===== src/rtl/tecp_pkg.sv =====
// Constants and types for the timer/event counter with source selection
// ============================================================
// How it works
// - Source field 00 picks clock/256, 01 event pin, 10 clock/32, 11 clock/4.
// - Count is an 8-bit binary up-counter, one step per count pulse.
// - Count goes to zero on start instruction, reset, or wrap from FF.
// - Start instruction zeroes the count and starts timing; counting then continues.
// - With event source, count advances on each rising edge of the event pin.
// - The 256th pulse wraps count, pulses overflow event, sets request flag.
// - After overflow the counter keeps counting from zero, free-running.
// - Skip-on-request or start instruction clears the timer request flag.
// - Read-count instruction returns the count at any time without disturbing it.
// - Count pulses are held off during read-count so reads are never torn.
// - CPU clock is the system clock divided by two.
// - Halt gates only the divide-by-two input; prescalers keep running.
// - A timer overflow ends halt mode.
// - Source selection stays active during halt, still feeding pulses.
package tecp_pkg;
  // ============================================================
  // Source select encodings
  localparam logic [1:0] SRC_DIV256 = 2'h0;
  localparam logic [1:0] SRC_EVENT  = 2'h1;
  localparam logic [1:0] SRC_DIV32  = 2'h2;
  localparam logic [1:0] SRC_DIV4   = 2'h3;
  localparam logic [1:0] SRC_RESET  = 2'h0;
  // Nibble field positions of the mode write
  localparam int SEL_LOW_BIT  = 1;
  localparam int SEL_HIGH_BIT = 2;
  // Prescaler taps: divide by 4, 32, 256
  localparam int TAP_DIV4   = 1;
  localparam int TAP_DIV32  = 4;
  localparam int TAP_DIV256 = 7;
  localparam int PRESC_W    = 8;
  localparam int COUNT_W    = 8;
  localparam logic [COUNT_W-1:0] COUNT_ZERO = 8'h00;
  localparam logic [COUNT_W-1:0] COUNT_MAX  = 8'hFF;
  localparam logic [COUNT_W-1:0] COUNT_ONE  = 8'h01;
  localparam logic [PRESC_W-1:0] PRESC_ONE  = 8'h01;

  // CPU instruction strobes, one cycle each
  typedef struct packed {
    logic       startTimer;   // Timer-start instruction
    logic       skipRequest;  // Skip-on-request instruction
    logic       readCount;    // Read-count instruction, held while executing
    logic       modeWrite;    // Port output to mode register
    logic [3:0] modeNibble;   // Accumulator nibble written
    logic       haltEnter;    // Halt instruction
  } tecp_cmd_s;

  // Whole block state
  typedef struct packed {
    logic [1:0]         srcSel;
    logic [PRESC_W-1:0] presc;
    logic               evSync1;
    logic               evSync2;
    logic               evLast;
    logic [COUNT_W-1:0] count;
    logic [COUNT_W-1:0] readData;
    logic               reqFlag;
    logic               overflow;
    logic               halted;
    logic               cpuClk;
    logic               pendPulse;
  } tecp_state_s;
endpackage


===== src/rtl/tecp_timer.sv =====
// Timer/event counter with prescalers, source select and halt clock gate
`timescale 1ns/10ps
`default_nettype none
module tecp_timer
  #(
    parameter int CountWidth = tecp_pkg::COUNT_W, // Count register width
    parameter int PrescWidth = tecp_pkg::PRESC_W  // Free prescaler width
  )
  (
    input  wire logic            core_clk,    // System clock, 50 MHz
    input  wire logic            sys_rst,     // Synchronous reset, active high
    input  wire tecp_pkg::tecp_cmd_s cmd,     // Instruction strobes from CPU
    input  wire logic            eventPin,    // External event pin, async
    output logic [7:0]           countRead,   // Count captured by read-count
    output logic                 reqFlag,     // Timer request flag
    output logic                 overflowEvt, // One-cycle overflow pulse
    output logic                 cpuClk,      // CPU clock, system clock / 2
    output logic                 halted       // Halt mode active
  );
  import tecp_pkg::*;

  // ============================================================
  // Elaboration checks
  // The state struct is sized by the package and the output port is fixed at 8 bits, so the
  // widths may not be moved away from it, and every tap must exist.
  if (CountWidth != COUNT_W)
  begin : g_bad_count
    $error("count width must match the package count width");
  end
  if (PrescWidth != PRESC_W || TAP_DIV256 >= PrescWidth)
  begin : g_bad_presc
    $error("prescaler width must match the package and hold every tap");
  end

  // ============================================================
  // Prescaler tap decode
  // A tap gives one pulse when its bit falls; the three dividers share it
  function automatic logic tapFall
    (
      input logic [PRESC_W-1:0] prevVal, // Prescaler before the step
      input logic [PRESC_W-1:0] nextVal, // Prescaler after the step
      input int                 tap      // Tap bit position
    );
    tapFall = prevVal[tap] & ~nextVal[tap];
  endfunction

  tecp_state_s s_q;
  tecp_state_s s_d;
  logic        pulse;
  logic        takePulse;

  // ============================================================
  // Next state
  always_comb
  begin
    s_d = s_q;
    // Two-stage synchroniser and edge history
    s_d.evSync1 = eventPin;
    s_d.evSync2 = s_q.evSync1;
    s_d.evLast  = s_q.evSync2;
    // Prescaler runs from the system clock, halted or not
    s_d.presc = s_q.presc + PRESC_ONE;
    // Source select mux
    unique case (s_q.srcSel)
      SRC_DIV256: pulse = tapFall(s_q.presc, s_d.presc, TAP_DIV256);
      SRC_EVENT:  pulse = s_q.evSync2 & ~s_q.evLast;
      SRC_DIV32:  pulse = tapFall(s_q.presc, s_d.presc, TAP_DIV32);
      SRC_DIV4:   pulse = tapFall(s_q.presc, s_d.presc, TAP_DIV4);
    endcase
    // Pulses arriving during a read are held, then applied
    takePulse = 1'b0;
    if (cmd.readCount)
    begin
      s_d.pendPulse = s_q.pendPulse | pulse;
      s_d.readData  = s_q.count;
    end
    else
    begin
      takePulse     = pulse | s_q.pendPulse;
      s_d.pendPulse = 1'b0;
    end
    s_d.overflow = 1'b0;
    if (takePulse)
    begin
      s_d.count = s_q.count + COUNT_ONE;
      if (s_q.count == COUNT_MAX)
        s_d.overflow = 1'b1;
    end
    // Request flag: set wins over a clear in the same cycle
    if (cmd.skipRequest || cmd.startTimer)
      s_d.reqFlag = 1'b0;
    if (s_d.overflow)
      s_d.reqFlag = 1'b1;
    if (cmd.startTimer)
    begin
      s_d.count     = COUNT_ZERO;
      s_d.pendPulse = 1'b0;
    end
    if (cmd.modeWrite)
      s_d.srcSel = {cmd.modeNibble[SEL_HIGH_BIT], cmd.modeNibble[SEL_LOW_BIT]};
    // Halt gates the divider input only
    if (cmd.haltEnter && !s_q.reqFlag)
      s_d.halted = 1'b1;
    if (s_d.reqFlag)
      s_d.halted = 1'b0;
    s_d.cpuClk = s_q.halted ? s_q.cpuClk : ~s_q.cpuClk;
  end

  // ============================================================
  // State register
  always_ff @(posedge core_clk)
  begin
    if (sys_rst)
    begin
      s_q        <= '0;
      s_q.srcSel <= SRC_RESET;
    end
    else
      s_q <= s_d;
  end

  // Outputs straight from flops
  assign countRead   = s_q.readData;
  assign reqFlag     = s_q.reqFlag;
  assign overflowEvt = s_q.overflow;
  assign cpuClk      = s_q.cpuClk;
  assign halted      = s_q.halted;
endmodule // tecp_timer
`default_nettype wire


===== config.mk =====
export PLATFORM = sky130hd
export DESIGN_NAME = tecp_timer
export DESIGN_NICKNAME = d
export VERILOG_FILES = /design/src/rtl/tecp_pkg.sv /design/src/rtl/tecp_timer.sv
export SDC_FILE = /design/constraint.sdc
export NUM_CORES = 1
export LEC_CHECK = 0
export BUFFER_PORTS_ARGS = -buffer_cell sky130_fd_sc_hd__buf_2
export CORE_UTILIZATION = 42
export DETAILED_ROUTE_END_ITERATION = 8
export SYNTH_ARGS = -nofsm -noshare
export SYNTH_HDL_FRONTEND = slang
export SYNTH_SLANG_ARGS = --single-unit

===== constraint.sdc =====
create_clock -name core_clk -period 3.3 [get_ports core_clk]
set_clock_uncertainty 0.05 [all_clocks]
set_input_delay 0.495 -clock core_clk [delete_from_list [all_inputs] [get_ports core_clk]]
set_output_delay 0.495 -clock core_clk [all_outputs]
set_load 0.02 [all_outputs]

==> results of run 1 <==
==> area by class of cell <==
| class | count | area [µm²] | area share |
|---|---|---|---|
| repair buffers | 21 | 105.1 | 0.06897 |
| well taps | 44 | 55.05 | 0.03612 |
| multi-input cells | 98 | 634.4 | 0.4163 |
| inverters | 1 | 3.754 | 0.002463 |
| clock buffers | 7 | 45.04 | 0.02956 |
| flip-flops and latches | 34 | 680.7 | 0.4466 |
==> metal layers <==
layer | up-vias | wire length, µm | track usage
met4 | 0 | 24 | 0.08306
met3 | 2 | 99 | 0.06926
met5 | - | 0 | 0
met2 | 17 | 1220 | 0.2762
li1 | 539 | - | -
met1 | 502 | 1087 | 0.1756
==> placed cells by master (no fill, tap or decap), drive strengths merged, types with 4 or more instances in the layout <==
| master | netlist | routed |
|---|---|---|
| or3 | 7 | 7 |
| dfxtp | 34 | 34 |
| buf | 11 | 21 |
| a21oi | 8 | 8 |
| mux2i | 11 | 11 |
| clkbuf | 3 | 7 |
| ha | 4 | 4 |
| nor2b | 7 | 7 |
| nor2 | 21 | 21 |
| o21ai | 4 | 4 |
| nand2 | 6 | 6 |
==> cell families after synthesis <==
logic type                 after synthesis  share of synthesized area
muxes                                   11                    0.07850
adders and majority gates                4                    0.03568
DFF                                     34                     0.4853
AOI/OAI and AO/OA                       21                    0.09635
and+or+nand+nor                         58                     0.2168
buffers and inverters                   15                    0.06244
xor gates and xnor gates                 4                    0.02498
==> stage by stage <==
step | setup WS (ns) | power, mW | cell area, µm² | utilization | instances
after floorplan | 1.407 | 0.4665 | 1403 | - | 147
after global placement | 1.243 | 0.4781 | 1479 | 0.4766 | 198
after detailed placement | 1.206 | 0.4806 | 1479 | 0.4766 | 198
after CTS | 1.171 | 0.6836 | 1524 | 0.4911 | 205
after global routing | 1.059 | 0.7088 | 1524 | 0.4911 | 205
final | 1.185 | 0.6696 | 1524 | 0.4911 | 205
==> where the power goes <==
| part | total (mW) | switching, mW | internal [mW] | leakage (nW) |
|---|---|---|---|---|
| Sequential | 0.426 | 0.00647 | 0.419 | 0.276 |
| Clock | 0.199 | 0.119 | 0.0803 | 0.0254 |
| Combinational | 0.0446 | 0.0261 | 0.0185 | 0.329 |
| Total | 0.670 | 0.152 | 0.518 | 0.630 |
==> final timing paths <==
path | startpoint | endpoint | slack, ns | cells after the start
setup / recovery | s_q[24]$_SDFF_PP0_ | s_q[17]$_SDFFE_PP0P_ | 1.18 | 7
hold / removal | eventPin | s_d[22]$_SDFF_PP0_ | 0.33 | 2
setup reg to reg | s_q[24]$_SDFF_PP0_ | s_q[17]$_SDFFE_PP0P_ | 1.18 | 7
hold reg to reg | s_d[22]$_SDFF_PP0_ | s_d[21]$_SDFF_PP0_ | 0.40 | 1
==> worst register-to-register path, stage by stage, from the launching register on <==
cell     delay, ns
dfxtp_1       0.37
ha_1          0.24
and3_1        0.18
ha_1          0.14
mux2i_1       0.07
a32o_2        0.33
or4_1         0.54
a21oi_1       0.15
==> registers in the layout (all words and copies together) (netlist names) <==
signal,flops
s_d,2
halted,1
overflowEvt,1
countRead,8
s_q,20
cpuClk,1
reqFlag,1
==> parameters.txt, run 1 <==
Parameter                              Value

GRT
  Number of global-route vias before repair    987
  Initial antenna violation count    0
  All-layer global routing usage    0.1644
  Maximum number of pins on one net before global-route repair    29
  Global-route congestion overflow total    0
  Wire length of the first global-routing pass    4229 µm

Floorplanning
  Die width    59.79 µm
  Placement row count    20
  Core Area    0.003103 mm²
  DIE HEIGHT    59.79 µm
  Initial cell density of the core    0.4520
  Total I/O pin count    24
  Die area    0.003575 mm²

Status
  Outcome    completed

Logic synthesis
  Share of async-settable or async-resettable flops after synthesis    0
  Cell with the most instances after synthesis    dfxtp_1
  Post-synthesis net count    163
  Synth Flop Type    dfxtp_1
  EDFF count, synth    0
  Average cell area after synthesis    9.541 µm²
  Top area cells in the synthesized netlist    dfxtp_1, mux2i_1, nor2_1
  Top cells by count, synth    dfxtp_1, nor2_1, mux2i_1, a21oi_1, buf_4
  Share of synthesized area occupied by flip-flops and latches    0.4853
  Synth Register Bits    34
  Number of distinct library cells after synthesis    33
  Number of cells produced by synthesis    147
  Netlist area before placement    0.001403 mm²
  Warning count from the yosys run    0
  Area fraction of the dominant cell type after synthesis    0.4853
  Library cell with the largest summed area after synthesis    dfxtp_1

Timing
  Endpoints failing setup    0
  Achievable Freq    472.7 MHz
  Setup TNS after final layout    0 ns
  Unrepaired setup endpoints after global routing    no
  Portion of the clock cycle consumed by the worst path in the final layout    0.6410
  Final Hold Viols    0
  Count of pins over their slew limit    0
  Final hold slack    0.3316 ns
  Slew at the pin closest to its max-slew limit    0.4638 ns
  Worst relative slew slack    0.6908
  Minimum period implied by the final worst setup slack    2.115 ns

Critical path
  Largest fanout on the critical path    18
  Slowest CP cell    or4_1
  CP Capture Type    flop
  Stage delay of the slowest cell on the critical path    0.53 ns
  Most Frequent Cell on Critical Path    ha_1
  Type of the worst setup path    reg -> reg
  Critical path buffer and inverter count    0
  Gate family responsible for the most delay along the worst path    simple AND/OR/NAND/NOR gates
  Critical-path cell list    ha_1 -> and3_1 -> ha_1 -> mux2i_1 -> a32o_2 -> or4_1 -> a21oi_1
  Crit path DAT    2.31 ns
  Critical Path RT    3.50 ns
  Setup crit start kind    flop

Detailed routing
  Via-to-Cell Ratio    5.171
  Iteration count of the initial detailed-routing pass    4
  Average wire length per cell after detail routing    11.86 µm
  Via Count    1060
  Initial DRC Count    26
  Final routed DRC violation total    0
  Number of nets with antenna violations after routing    0
  Final wirelength    2432 µm

CTS
  Clock latency on the worst-skew pair    0.31 ns
  Count of clock tree sinks    34
  Clock tree from TritonCTS    built
  # hold bufs at CTS    0
  Maximum buffer depth of the clock tree    2
  Post-CTS clock slew at the launch and capture registers of the worst setup and hold paths    0.09 ns
  Post-CTS setup buffer count    0
  Root buf cell    clkbuf_4
  Inserted Clock Buffers    5
  Number of instances resized during post-cts repair    0
  H-tree level count    2

Power
  Total power per unit cell area    439.4 mW/mm²
  Static leakage power    0.6300 nW
  Max VDD drop    213.7 µV

Worst hold path
  Tightest Hold Check Type    in -> reg

Cells and area
  Net total in the final layout    177
  Count of antenna diodes in the layout    0
  Area growth syn-to-layout    8.653%
  Fraction of final layout cells sized beyond drive strength 1    0.1739
  Fill cell total of the finished layout    326

Place
  Placed wire-length estimate    1701 µm
  Number of buffers inserted by port buffering    21
  Final estimated routing congestion in global placement    0.7341

Run
  Maximum capacitance violations    0
(Power assumes the default switching activity.)
==> run 2, diff against run 1 <==
Clock period 3.3 ns to 2.1 ns, I/O delays scaled along.
==> run 2 against run 1 <==
Against the previous run:
- cell count up 3.4%
- clock power up 85%
- critical path depth unchanged
- combinational power up 74%
- worst hold slack worse by 0.20 ns
- largest power group unchanged
- highest routed layer unchanged
==> parameters.txt, run 2 (same netlist as run 1, synthesis figures left out) <==
Parameter                              Value

Status
  Outcome    completed

Cells and area
  Most common cell after layout, fill and taps aside    dfxtp_1
  Area growth syn-to-layout    14.36%
  Top reg by flops    s_q
  Flip-flop count of the largest register, all copies and words added    20
  Net total in the final layout    183
  Highest-count cells in the layout ignoring fill and taps    dfxtp_1, buf_2, nor2_1, mux2i_1
  Fraction of final layout cells sized beyond drive strength 1    0.2560
  Fill cell total of the finished layout    318
  Count of antenna diodes in the layout    0

Detailed routing
  Average wire length per cell after detail routing    12.20 µm
  Final wirelength    2587 µm
  Final routed DRC violation total    0
  Number of nets with antenna violations after routing    0
  Initial DRC Count    18
  Via-to-Cell Ratio    5.047
  Iteration count of the initial detailed-routing pass    4
  Via Count    1070

Critical path
  Largest fanout on the critical path    7
  Critical Path RT    2.32 ns
  Setup slack of the worst register-to-register path    0.08 ns
  Capture point of the worst reg-to-reg path    s_q[17]$_SDFFE_PP0P_
  Setup crit start kind    flop
  Worst Reg2Reg Path Length in Cells    7
  Crit path DAT    2.24 ns
  Type of the worst setup path    reg -> reg
  RR Startpoint    s_q[26]$_SDFF_PP0_
  CP Capture Type    flop

Power
  Power after layout    1.115 mW
  Max VDD drop    390.9 µV
  Static leakage power    0.6666 nW
  Total power per unit cell area    695.0 mW/mm²

Run
  Maximum capacitance violations    0

CTS
  Root buf cell    clkbuf_4
  Count of clock tree sinks    34
  H-tree level count    2
  Inserted Clock Buffers    5
  Clock tree from TritonCTS    built
  Clock latency on the worst-skew pair    0.33 ns
  Post-CTS clock slew at the launch and capture registers of the worst setup and hold paths    0.10 ns
  Maximum buffer depth of the clock tree    2

GRT
  All-layer global routing usage    0.1646
  Number of global-route vias before repair    996
  Maximum number of pins on one net before global-route repair    29
  Wire length of the first global-routing pass    4202 µm
  Initial antenna violation count    0
  Global-route congestion overflow total    0

Worst hold path
  Number of cells traversed by the worst hold path    2
  Worst min-delay path endpoint    s_d[22]$_SDFF_PP0_
  Startpoint of the most critical hold path    eventPin
  Tightest Hold Check Type    in -> reg

Timing
  Worst relative slew slack    0.6818
  Count of pins over their slew limit    0
  Setup TNS after final layout    0 ns
  Portion of the clock cycle consumed by the worst path in the final layout    0.9598
  Slew at the pin closest to its max-slew limit    0.4772 ns
  Endpoints failing setup    0
  Final Hold Viols    0
  Achievable Freq    496.1 MHz
  Minimum period implied by the final worst setup slack    2.016 ns

Floorplanning
  Total I/O pin count    24
  Initial cell density of the core    0.4520
  Core Area    0.003103 mm²
  Placement row count    20
  Die width    59.79 µm
  Die area    0.003575 mm²
  DIE HEIGHT    59.79 µm

Place
  Placed wire-length estimate    1704 µm
  Number of buffers inserted by port buffering    21
  Final estimated routing congestion in global placement    0.7796
==> run 2: metal layers <==
layer	vias to the layer above	GRT usage	share of wire
li1	549	-	-
met1	499	0.1723	0.44
met2	17	0.2810	0.50
met3	5	0.06494	0.037
met4	0	0.08970	0.022
met5	-	0	0
==> run 2: timing repair <==
item                                    4_1_cts  5_1_grt
setup buffers                                 0        3
gates resized for setup                       1        6
hold buffers                                  0        0
hold endpoints to repair                      0        0
endpoints found under the setup margin        1        8
pin swaps                                     0        1
==> run 2: where the power goes <==
group	total (mW)	leakage (nW)	internal (mW)	switching, mW
clock network	0.368	0.0353	0.162	0.206
registers	0.669	0.277	0.659	0.0108
logic	0.0775	0.354	0.0341	0.0433
==> run 2: critical path: stages (launching register included) <==
cell	delay, ns
dfxtp_1	0.41
nand3_2	0.15
nor2_2	0.15
ha_1	0.15
mux2i_1	0.07
a32o_2	0.29
or4_1	0.53
a21oi_2	0.14
==> run 2: worst max-delay path by stage <==
stage / from / end / slack [ns] / depth (start not counted)
after floorplan: s_q[24]$_SDFF_PP0_ / s_q[19]$_SDFFE_PP0P_ / 0.21 / 8
after global placement: s_q[28]$_SDFF_PP0_ / halted$_SDFFE_PP0P_ / 0.12 / 8
after detailed placement: s_q[26]$_SDFF_PP0_ / s_q[17]$_SDFFE_PP0P_ / 0.03 / 7
after CTS: s_q[26]$_SDFF_PP0_ / s_q[17]$_SDFFE_PP0P_ / 0.01 / 7
after global routing: s_q[26]$_SDFF_PP0_ / s_q[17]$_SDFFE_PP0P_ / -0.02 / 7
final: s_q[26]$_SDFF_PP0_ / s_q[17]$_SDFFE_PP0P_ / 0.08 / 7
==> run 2: per-stage QoR <==
step           worst slack (ns)  utilization  cell area [µm²]  instances  hold slack, ns
3_3_place_gp             0.1232       0.4839             1501        201          0.3704
6_report                0.08447       0.5169             1604        212          0.1345
4_1_cts                 0.01218       0.5040             1564        209          0.1212
2_1_floorplan            0.2075            -             1403        147          0.3638
3_5_place_dp            0.03335       0.4839             1501        201          0.3772
5_1_grt                -0.01712       0.5169             1604        212          0.1272
==> run 2: area by class of cell <==
cell class | count | area (µm²) | area share
clock buffers | 7 | 55.05 | 0.03432
flip-flops and latches | 34 | 683.2 | 0.4259
multi-input cells | 98 | 654.4 | 0.4080
repair buffers | 27 | 147.6 | 0.09204
inverters | 1 | 3.754 | 0.002340
clock inverters | 1 | 5.005 | 0.003120
well taps | 44 | 55.05 | 0.03432
